===== src/pdo_pkg.sv =====
// constants, register map and field positions for the order port
`default_nettype none
package pdo_pkg;

  // clock and timing
  localparam int CLK_PERIOD_NS = 20;
  localparam int STRETCH_NS    = 1800; // stretched bus choice
  localparam int EXEC_NS       = 500;  // reshaped execute pulse
  localparam int HOLD_NS       = 2000; // address hold after registering
  localparam int STRETCH_CYC   = (STRETCH_NS + CLK_PERIOD_NS - 1) / CLK_PERIOD_NS;
  localparam int EXEC_CYC      = (EXEC_NS + CLK_PERIOD_NS - 1) / CLK_PERIOD_NS;
  localparam int HOLD_CYC      = (HOLD_NS + CLK_PERIOD_NS - 1) / CLK_PERIOD_NS;

  // code widths
  localparam int X_W   = 8;
  localparam int Y_W   = 8;
  localparam int Z_W   = 16;
  localparam int ADR_W = X_W + Y_W + Z_W;
  localparam int VER_W = 24;
  localparam int CNT_W = 16;
  localparam int ROW_W = 6;
  localparam int COL_W = 4;

  // control lead bit positions in the synchronised vector
  localparam int CL_CH0  = 0;
  localparam int CL_CH1  = 1;
  localparam int CL_EXE  = 2;
  localparam int CL_TEST = 3;
  localparam int CL_RST  = 4;
  localparam int CL_W    = 5;

  // highest z position that still selects a unipolar output
  localparam logic [COL_W-1:0] Z_UNI_LAST = 4'h7;

  // register offsets (byte addresses)
  localparam logic [3:0] REG_CTRL   = 4'h0;
  localparam logic [3:0] REG_STATUS = 4'h4;
  localparam logic [3:0] REG_ADDR   = 4'h8;
  localparam logic [3:0] REG_COUNT  = 4'hC;

  // control register fields and reset values
  localparam int CTRL_COMMIT = 0;
  localparam int CTRL_MAINT  = 1;
  localparam logic [1:0] CTRL_RST_VAL = 2'h1;

  // status register fields
  localparam int ST_BUS    = 0;
  localparam int ST_TEST   = 1;
  localparam int ST_VALID  = 2;
  localparam int ST_PX     = 3;
  localparam int ST_PY     = 4;
  localparam int ST_PZ     = 5;
  localparam int ST_HEALTH = 6;

endpackage
`default_nettype wire


===== src/pdo_tmr_if.sv =====
// trigger and status bundle between the order port and a pulse timer
`timescale 1ns/1ps
`default_nettype none
interface pdo_tmr_if;
  logic trig;
  logic active;
  logic done;
  modport timer (input trig, output active, output done);
  modport user  (output trig, input active, input done);
endinterface
`default_nettype wire


===== src/pdo_pulse_tmr.sv =====
// retriggerable pulse timer: active for CYC cycles, then a done pulse
`timescale 1ns/1ps
`default_nettype none
module pdo_pulse_tmr #(
  parameter int CYC = 4
) (
  input wire logic mclk,
  input wire logic rst_n,
  pdo_tmr_if.timer t
);
  localparam int W    = $clog2(CYC + 1);
  localparam int TLEN = CYC - 2; // cycles from end of antecedent to last active
  typedef struct packed {
    logic [W-1:0] cnt;
    logic         active;
    logic         done;
  } pdo_tmr_st_t;
  pdo_tmr_st_t q;
  pdo_tmr_st_t d;

  // count down from a trigger, restart on a new one
  always_comb begin
    d = q;
    d.done = 1'b0;
    if (t.trig) begin
      d.active = 1'b1;
      d.cnt    = W'(CYC - 1);
    end else if (q.active) begin
      if (q.cnt == '0) begin
        d.active = 1'b0;
        d.done   = 1'b1;
      end else begin
        d.cnt = q.cnt - W'(1);
      end
    end
  end

  always_ff @(posedge mclk) begin
    if (!rst_n) begin
      q <= '0;
    end else begin
      q <= d;
    end
  end

  assign t.active = q.active;
  assign t.done   = q.done;
endmodule
`default_nettype wire


===== src/pdo_top.sv =====
// order reception, parity gating and answer-back of one pulse distributor
//
// The Avalon-MM slave port and the register offsets were left to the implementer.
`timescale 1ns/1ps
`default_nettype none
module pdo_top
  import pdo_pkg::*;
#(
  parameter int STR_CYC  = STRETCH_CYC,
  parameter int HLD_CYC  = HOLD_CYC,
  parameter int EXE_CYC  = EXEC_CYC
) (
  input  wire logic              mclk,
  input  wire logic              rst_n,
  input  wire logic [3:0]        avs_address,
  input  wire logic              avs_read,
  input  wire logic              avs_write,
  input  wire logic [31:0]       avs_writedata,
  output logic      [31:0]       avs_readdata,
  output logic                   avs_waitrequest,
  input  wire logic              bus0_choice,
  input  wire logic              bus1_choice,
  input  wire logic [ADR_W-1:0]  bus0_addr,
  input  wire logic [ADR_W-1:0]  bus1_addr,
  input  wire logic              exec_in,
  input  wire logic              test_lead,
  input  wire logic              reset_lead,
  input  wire logic [VER_W-1:0]  verify_in,
  output logic                   ans_bus0_en,
  output logic                   ans_bus1_en,
  output logic                   echo_out,
  output logic                   commit_strobe,
  output logic      [2:0]        parity_ans,
  output logic      [VER_W-1:0]  verify_ans,
  output logic      [2:0]        maint_parity,
  output logic                   maint_ind,
  output logic                   health_ok_signal,
  output logic      [X_W-1:0]    predec_out,
  output logic      [X_W*Y_W-1:0] dec_out,
  output logic                   uni_fire,
  output logic                   bip_pos,
  output logic                   bip_neg,
  output logic      [ROW_W-1:0]  mat_row,
  output logic      [COL_W-1:0]  mat_col
);

  typedef struct packed {
    logic [2*ADR_W-1:0] a1;
    logic [2*ADR_W-1:0] a2;
    logic [CL_W-1:0]    c1;
    logic [CL_W-1:0]    c2;
    logic [CL_W-1:0]    cp;
    logic [VER_W-1:0]   v1;
    logic [VER_W-1:0]   v2;
    logic               bus_sel;
    logic               test;
    logic [X_W-1:0]     x;
    logic [Y_W-1:0]     y;
    logic [Z_W-1:0]     z;
    logic               px;
    logic               py;
    logic               pz;
    logic               valid;
    logic               health;
    logic               go;
    logic [X_W-1:0]     pre;
    logic [X_W*Y_W-1:0] dec;
    logic               uni;
    logic               bpos;
    logic               bneg;
    logic [ROW_W-1:0]   row;
    logic [COL_W-1:0]   col;
    logic               ans0;
    logic               ans1;
    logic               echo;
    logic               commit;
    logic [2:0]         pans;
    logic [VER_W-1:0]   vans;
    logic [1:0]         ctrl;
    logic [CNT_W-1:0]   fired;
    logic [CNT_W-1:0]   rejected;
    logic               wr;
    logic [31:0]        rdata;
    logic               mind;
    logic               hok;
  } pdo_state_t;

  pdo_state_t q;
  pdo_state_t d;

  // exactly one bit set: the legitimacy check on a one-hot code
  function automatic logic one_hot(input logic [Z_W-1:0] v);
    logic [4:0] n;
    n = '0;
    for (int i = 0; i < Z_W; i++) begin
      n = n + {4'h0, v[i]};
    end
    return (n == 5'h01);
  endfunction

  // index of the set bit of a one-hot word
  function automatic logic [ROW_W-1:0] enc(input logic [X_W*Y_W-1:0] v);
    logic [ROW_W-1:0] r;
    r = '0;
    for (int i = 0; i < X_W * Y_W; i++) begin
      if (v[i]) begin
        r = ROW_W'(i);
      end
    end
    return r;
  endfunction

  pdo_tmr_if t_str ();
  pdo_tmr_if t_hold ();
  pdo_tmr_if t_exe ();

  pdo_pulse_tmr #(.CYC(STR_CYC)) u_stretch (.mclk(mclk), .rst_n(rst_n), .t(t_str));
  pdo_pulse_tmr #(.CYC(HLD_CYC)) u_hold    (.mclk(mclk), .rst_n(rst_n), .t(t_hold));
  pdo_pulse_tmr #(.CYC(EXE_CYC)) u_exec    (.mclk(mclk), .rst_n(rst_n), .t(t_exe));

  logic [CL_W-1:0]  rise;
  logic             choice;
  logic             par_ok;
  logic [ADR_W-1:0] sel_addr;
  logic [COL_W-1:0] zi;

  // edges of the synchronised leads and the selected bus
  assign rise     = q.c2 & ~q.cp;
  assign choice   = rise[CL_CH0] | rise[CL_CH1];
  assign par_ok   = q.px & q.py & q.pz;
  assign sel_addr = q.bus_sel ? q.a2[2*ADR_W-1:ADR_W] : q.a2[ADR_W-1:0];
  assign zi       = COL_W'(enc({48'h0, q.z}));

  // timer triggers: choice stretch, address hold, execute reshape
  assign t_str.trig  = choice;
  assign t_hold.trig = t_str.done;
  assign t_exe.trig  = rise[CL_EXE];

  always_comb begin
    d = q;
    // two-flop synchronisers for every pin except the register bus
    d.a1 = {bus1_addr, bus0_addr};
    d.a2 = q.a1;
    d.c1 = {reset_lead, test_lead, exec_in, bus1_choice, bus0_choice};
    d.c2 = q.c1;
    d.cp = q.c2;
    d.v1 = verify_in;
    d.v2 = q.v1;

    // test lead enters test mode, reset lead returns to normal
    if (rise[CL_TEST]) begin
      d.test = 1'b1;
    end else if (rise[CL_RST]) begin
      d.test = 1'b0;
    end

    // bus choice opens a new order and picks the answer bus
    if (choice) begin
      d.bus_sel = rise[CL_CH1];
      d.x       = '0;
      d.y       = '0;
      d.z       = '0;
      d.valid   = 1'b0;
    end else if (t_str.active) begin
      d.x = q.x | sel_addr[X_W-1:0];
      d.y = q.y | sel_addr[X_W+Y_W-1:X_W];
      d.z = q.z | sel_addr[ADR_W-1:X_W+Y_W];
    end

    // strobe at end of the gating window sets the parity flags
    if (t_str.done) begin
      d.px     = one_hot({8'h00, q.x});
      d.py     = one_hot({8'h00, q.y});
      d.pz     = one_hot(q.z);
      d.valid  = 1'b1;
      d.health = one_hot({8'h00, q.x}) & one_hot({8'h00, q.y}) & one_hot(q.z);
    end else if (t_hold.done) begin
      d.valid = 1'b0;
    end

    // execute: pass into the stages only with a good address
    if (rise[CL_EXE]) begin
      d.go = q.valid & par_ok & ~q.test;
      if (q.valid & par_ok & ~q.test) begin
        d.fired = q.fired + CNT_W'(1);
      end else begin
        d.rejected = q.rejected + CNT_W'(1);
      end
    end else if (t_exe.done) begin
      d.go = 1'b0;
    end

    // three selection stages: predecoder, decoder, matrix
    d.pre = q.go ? q.x : '0;
    for (int i = 0; i < X_W; i++) begin
      for (int j = 0; j < Y_W; j++) begin
        d.dec[i*Y_W+j] = q.pre[i] & q.y[j];
      end
    end
    d.row  = enc(q.dec);
    d.col  = zi;
    d.uni  = (|q.dec) & (zi <= Z_UNI_LAST);
    d.bpos = (|q.dec) & (zi > Z_UNI_LAST) & zi[0];
    d.bneg = (|q.dec) & (zi > Z_UNI_LAST) & ~zi[0];

    // answer-back while the execute pulse lasts
    d.ans0   = t_exe.active & ~q.bus_sel;
    d.ans1   = t_exe.active & q.bus_sel;
    d.echo   = t_exe.active;
    d.commit = t_exe.active & q.go & q.ctrl[CTRL_COMMIT];
    d.pans   = t_exe.active ? {q.pz, q.py, q.px} : 3'h0;
    d.vans   = t_exe.active ? q.v2 : '0;

    // register bus: one wait cycle, then answer
    d.wr = ~((avs_read | avs_write) & q.wr);
    if ((avs_read | avs_write) & q.wr) begin
      case (avs_address)
        REG_CTRL:   d.rdata = {30'h0, q.ctrl};
        REG_STATUS: d.rdata = {25'h0, q.health & ~q.test, q.pz, q.py, q.px,
                               q.valid, q.test, q.bus_sel};
        REG_ADDR:   d.rdata = {q.z, q.y, q.x};
        REG_COUNT:  d.rdata = {q.rejected, q.fired};
        default:    d.rdata = 32'h0;
      endcase
    end
    if (avs_write & ~q.wr & (avs_address == REG_CTRL)) begin
      d.ctrl = avs_writedata[1:0];
    end

    // maintenance leads registered from their next values
    d.mind = d.ctrl[CTRL_MAINT] | d.test;
    d.hok  = d.health & ~d.test;
  end

  always_ff @(posedge mclk) begin
    if (!rst_n) begin
      q        <= '0;
      q.ctrl   <= CTRL_RST_VAL;
      q.health <= 1'b1;
      q.hok    <= 1'b1;
      q.wr     <= 1'b1;
    end else begin
      q <= d;
    end
  end

  // outputs straight from the state register
  assign avs_readdata     = q.rdata;
  assign avs_waitrequest  = q.wr;
  assign ans_bus0_en      = q.ans0;
  assign ans_bus1_en      = q.ans1;
  assign echo_out         = q.echo;
  assign commit_strobe    = q.commit;
  assign parity_ans       = q.pans;
  assign verify_ans       = q.vans;
  assign maint_parity     = {q.pz, q.py, q.px};
  assign maint_ind        = q.mind;
  assign health_ok_signal = q.hok;
  assign predec_out       = q.pre;
  assign dec_out          = q.dec;
  assign uni_fire         = q.uni;
  assign bip_pos          = q.bpos;
  assign bip_neg          = q.bneg;
  assign mat_row          = q.row;
  assign mat_col          = q.col;
endmodule
`default_nettype wire


===== config.mk =====
export PLATFORM = sky130hd
export DESIGN_NAME = pdo_top
export DESIGN_NICKNAME = d
export VERILOG_FILES = /design/src/pdo_pkg.sv /design/src/pdo_tmr_if.sv /design/src/pdo_pulse_tmr.sv /design/src/pdo_top.sv
export SDC_FILE = /design/constraint.sdc
export NUM_CORES = 1
export LEC_CHECK = 0
export BUFFER_PORTS_ARGS = -buffer_cell sky130_fd_sc_hd__buf_2
export CORE_UTILIZATION = 52
export DETAILED_ROUTE_END_ITERATION = 16
export GPL_ROUTABILITY_DRIVEN = 0
export PLACE_DENSITY_LB_ADDON = 0.12
export SYNTH_ARGS = -nofsm -noshare
export SYNTH_HDL_FRONTEND = slang
export SYNTH_SLANG_ARGS = --single-unit

===== constraint.sdc =====
create_clock -name mclk -period 5 [get_ports mclk]
set_clock_uncertainty 0.15 [all_clocks]
set_input_delay 1 -clock mclk [delete_from_list [all_inputs] [get_ports mclk]]
set_output_delay 1 -clock mclk [all_outputs]
set_load 0.005 [all_outputs]

==> results_dict.tcl <==
set metrics [dict create \
    ctsResizeCount 0 \
    max_freq_mhz 238 \
    grt_usage_pct 21.3 \
    final_antenna_net_count 0 \
    cts_tree "yes" \
    fin_area_um2 18700 \
    hold_depth 1 \
    dpl-instance-area_um2 17100 \
    yosysUniqueCellTypes 71 \
    hold_viol 0 \
    worstPathArrival_ns 4.46 \
    rsz0062_at_grt "false" \
    layout_common_cells "dfxtp_1 (441), buf_2 (255), and2_1 (192)" \
    synth_top_area_share_pct 53.0 \
    clock_latency_ns 0.55 \
    cp-start-kind "flip-flop" \
    cts_buffer_depth 3 \
    routed_via_density 5.06 \
    cp_max_fo 7 \
    die_x_um 181 \
    routedWlPerCell_um 15.9 \
    core_um2 31600 \
    vias 11200 \
    cts_buffers 45 \
    yosys.area.top_type "dfxtp_1" \
    port-buffer-count 256 \
    synth_edf_count 0 \
    die_area_um2 32700 \
    postSynthAreaPerCell_um2 9.84 \
    setup_violations 0 \
    maxCapViolCount 0 \
    slew_headroom_pct 22.9 \
    cts_hold_buffers 0 \
    netlist_area_um2 16700 \
    synth_warnings 0 \
    htreeDepth 2 \
    dp_cells 2138 \
    post-cts-setup-buffer-count 0 \
    row_count 65 \
    grt_max_degree 149 \
    drc_errors 0 \
    clkSlewWorstSetupHoldPaths_ns 0.06 \
    synth_cells 1692 \
    reg2regPathDepth 15 \
    path_class "flip-flop to flip-flop" \
    grt_overflow 0 \
    utilization_pct 59.2 \
    netlist_top_cells_area "dfxtp_1 (53%), and2_1 (7.2%), buf_4 (6.5%), nor2_1 (3.9%), and3_1 (3.7%)" \
    fin_cells 2221 \
    grt_pass1_vias 10500 \
    cts_sinks 441 \
    drive_gt1_share_pct 22.2 \
    cellLeakagePower_uw 0.00843 \
    totalPowerFinal_uw 7350 \
    async_flop_share_pct 0 \
    cp.required_ns 5.27 \
    cp-end-kind "flip-flop" \
    first_pass_iters 5 \
    final_max_slew_viol_count 0 \
    antenna_found_initial 0 \
    tightest_slew_ns 1.16 \
    drt_wl_total_mm 35.2 \
    io_pins 287 \
    n_antenna_cell 0 \
    powerDensity_nw_per_um2 393 \
    synth_fp_nets 1861 \
    hpwl_mm 24.2 \
    area_growth_pct 12.2 \
    grt_pass1_wl_mm 56.1 \
    ys_seq_area_share_pct 53.0 \
    cts_root_buf "clkbuf_16" \
    timing.final.crit_share_pct 83.9 \
    dominantRegCellSynth "dfxtp_1" \
    fin_tns_setup_ns 0 \
    nNetsFinal 1952 \
    outcome "completed" \
    fp.dieH_um 181 \
    hp-class "flip-flop to flip-flop" \
    ir_worst_vdd_uv 275 \
    finalCriticalPeriod_ns 4.19 \
    drtIter0Drc 682 \
    start_util_pct 52.8 \
    synth.ff_latch_count 441 \
    final_common_cell "dfxtp_1" \
]
-- cell type report --
class,instances,area [um2]
Fill cell,2806,12900
Sequential cell,441,8830
Multi-Input combinational cell,958,6170
Timing Repair Buffer,268,1380
Clock buffer,66,1340
Tap cell,402,503
Inverter,69,259
Clock inverter,17,205
-- registers in the layout, summed over array words and instances (netlist names), 6 cells and up --
signal        flops
avs_readdata     32
d                98
dec_out          64
mat_row           6
predec_out        8
q               164
u_hold.q          7
u_stretch.q       7
verify_ans       24
-- worst paths after layout --
| kind | slack, ns | startpoint | to |
|---|---|---|---|
| max | 0.81 | q[202]$_SDFFE_PP0P_ | health_ok_signal$_SDFF_PN1_ |
| min | 0.28 | d[331]$_SDFF_PN0_ | q[331]$_SDFF_PN0_ |
| max reg2reg | 0.81 | q[202]$_SDFFE_PP0P_ | health_ok_signal$_SDFF_PN1_ |
| min reg2reg | 0.28 | d[331]$_SDFF_PN0_ | q[331]$_SDFF_PN0_ |
-- routing by layer --
| metal | wire length, um | global-route usage [%] | vias up |
|---|---|---|---|
| met5 | 0 | 0 | - |
| met4 | 762 | 6.34 | 0 |
| met3 | 2160 | 3.83 | 54 |
| met2 | 15200 | 32.0 | 319 |
| met1 | 17200 | 31.2 | 5195 |
| li1 | - | - | 5661 |
-- through the flow --
stage          hold slack (ns)  setup slack, ns
2_1_floorplan            0.260             1.02
3_3_place_gp             0.263            0.862
3_5_place_dp             0.267            0.823
4_1_cts                  0.279            0.794
5_1_grt                  0.290            0.590
6_report                 0.277            0.807
-- synthesized netlist by cell type (5+ instances only) --
cell type	n
nand2b_1	8
fa_1	18
a31oi_1	5
nor2_1	173
o21ai_0	21
and3_1	98
nand4_1	7
buf_4	144
xnor2_1	19
inv_1	69
ha_1	18
a22oi_1	28
nor3_1	26
nor4_1	20
buf_2	14
dfxtp_1	441
o31ai_1	7
nand2_1	43
clkbuf_1	62
mux2i_1	7
or3_1	11
a211oi_1	5
nand4_2	5
and2_1	192
xor2_1	16
nor2b_1	6
mux2_2	34
nand3_1	14
a21oi_1	118
or4_1	5
-- logic make-up after synthesis --
kind of cell,share of synthesized area [%]
AND/OR/NAND/NOR,21.2
flip-flops,53.0
buffers and inverters,10.1
AO/OA/AOI/OAI,7.58
multiplexers,2.72
adder cells (fa/ha/maj),3.52
XOR/XNOR,1.84
-- power breakdown --
part           internal, uW  total [uW]  switching, uW
logic                   130         296            166
registers              3610        3650           40.5
clock network          2060        3400           1340
-- worst max-delay path, stage by stage (launching register included) --
cell and delay [ns]:
dfxtp_1 0.39, fa_1 0.56, inv_1 0.05, fa_1 0.48, inv_1 0.05, fa_1 0.47, inv_1 0.05, fa_1 0.48
inv_1 0.04, ha_1 0.20, fa_1 0.38, nand3_1 0.07, o21ai_0 0.07, and4b_1 0.20, a221o_1 0.31, nor2b_1 0.13
Power figures use the tool's default switching activity.
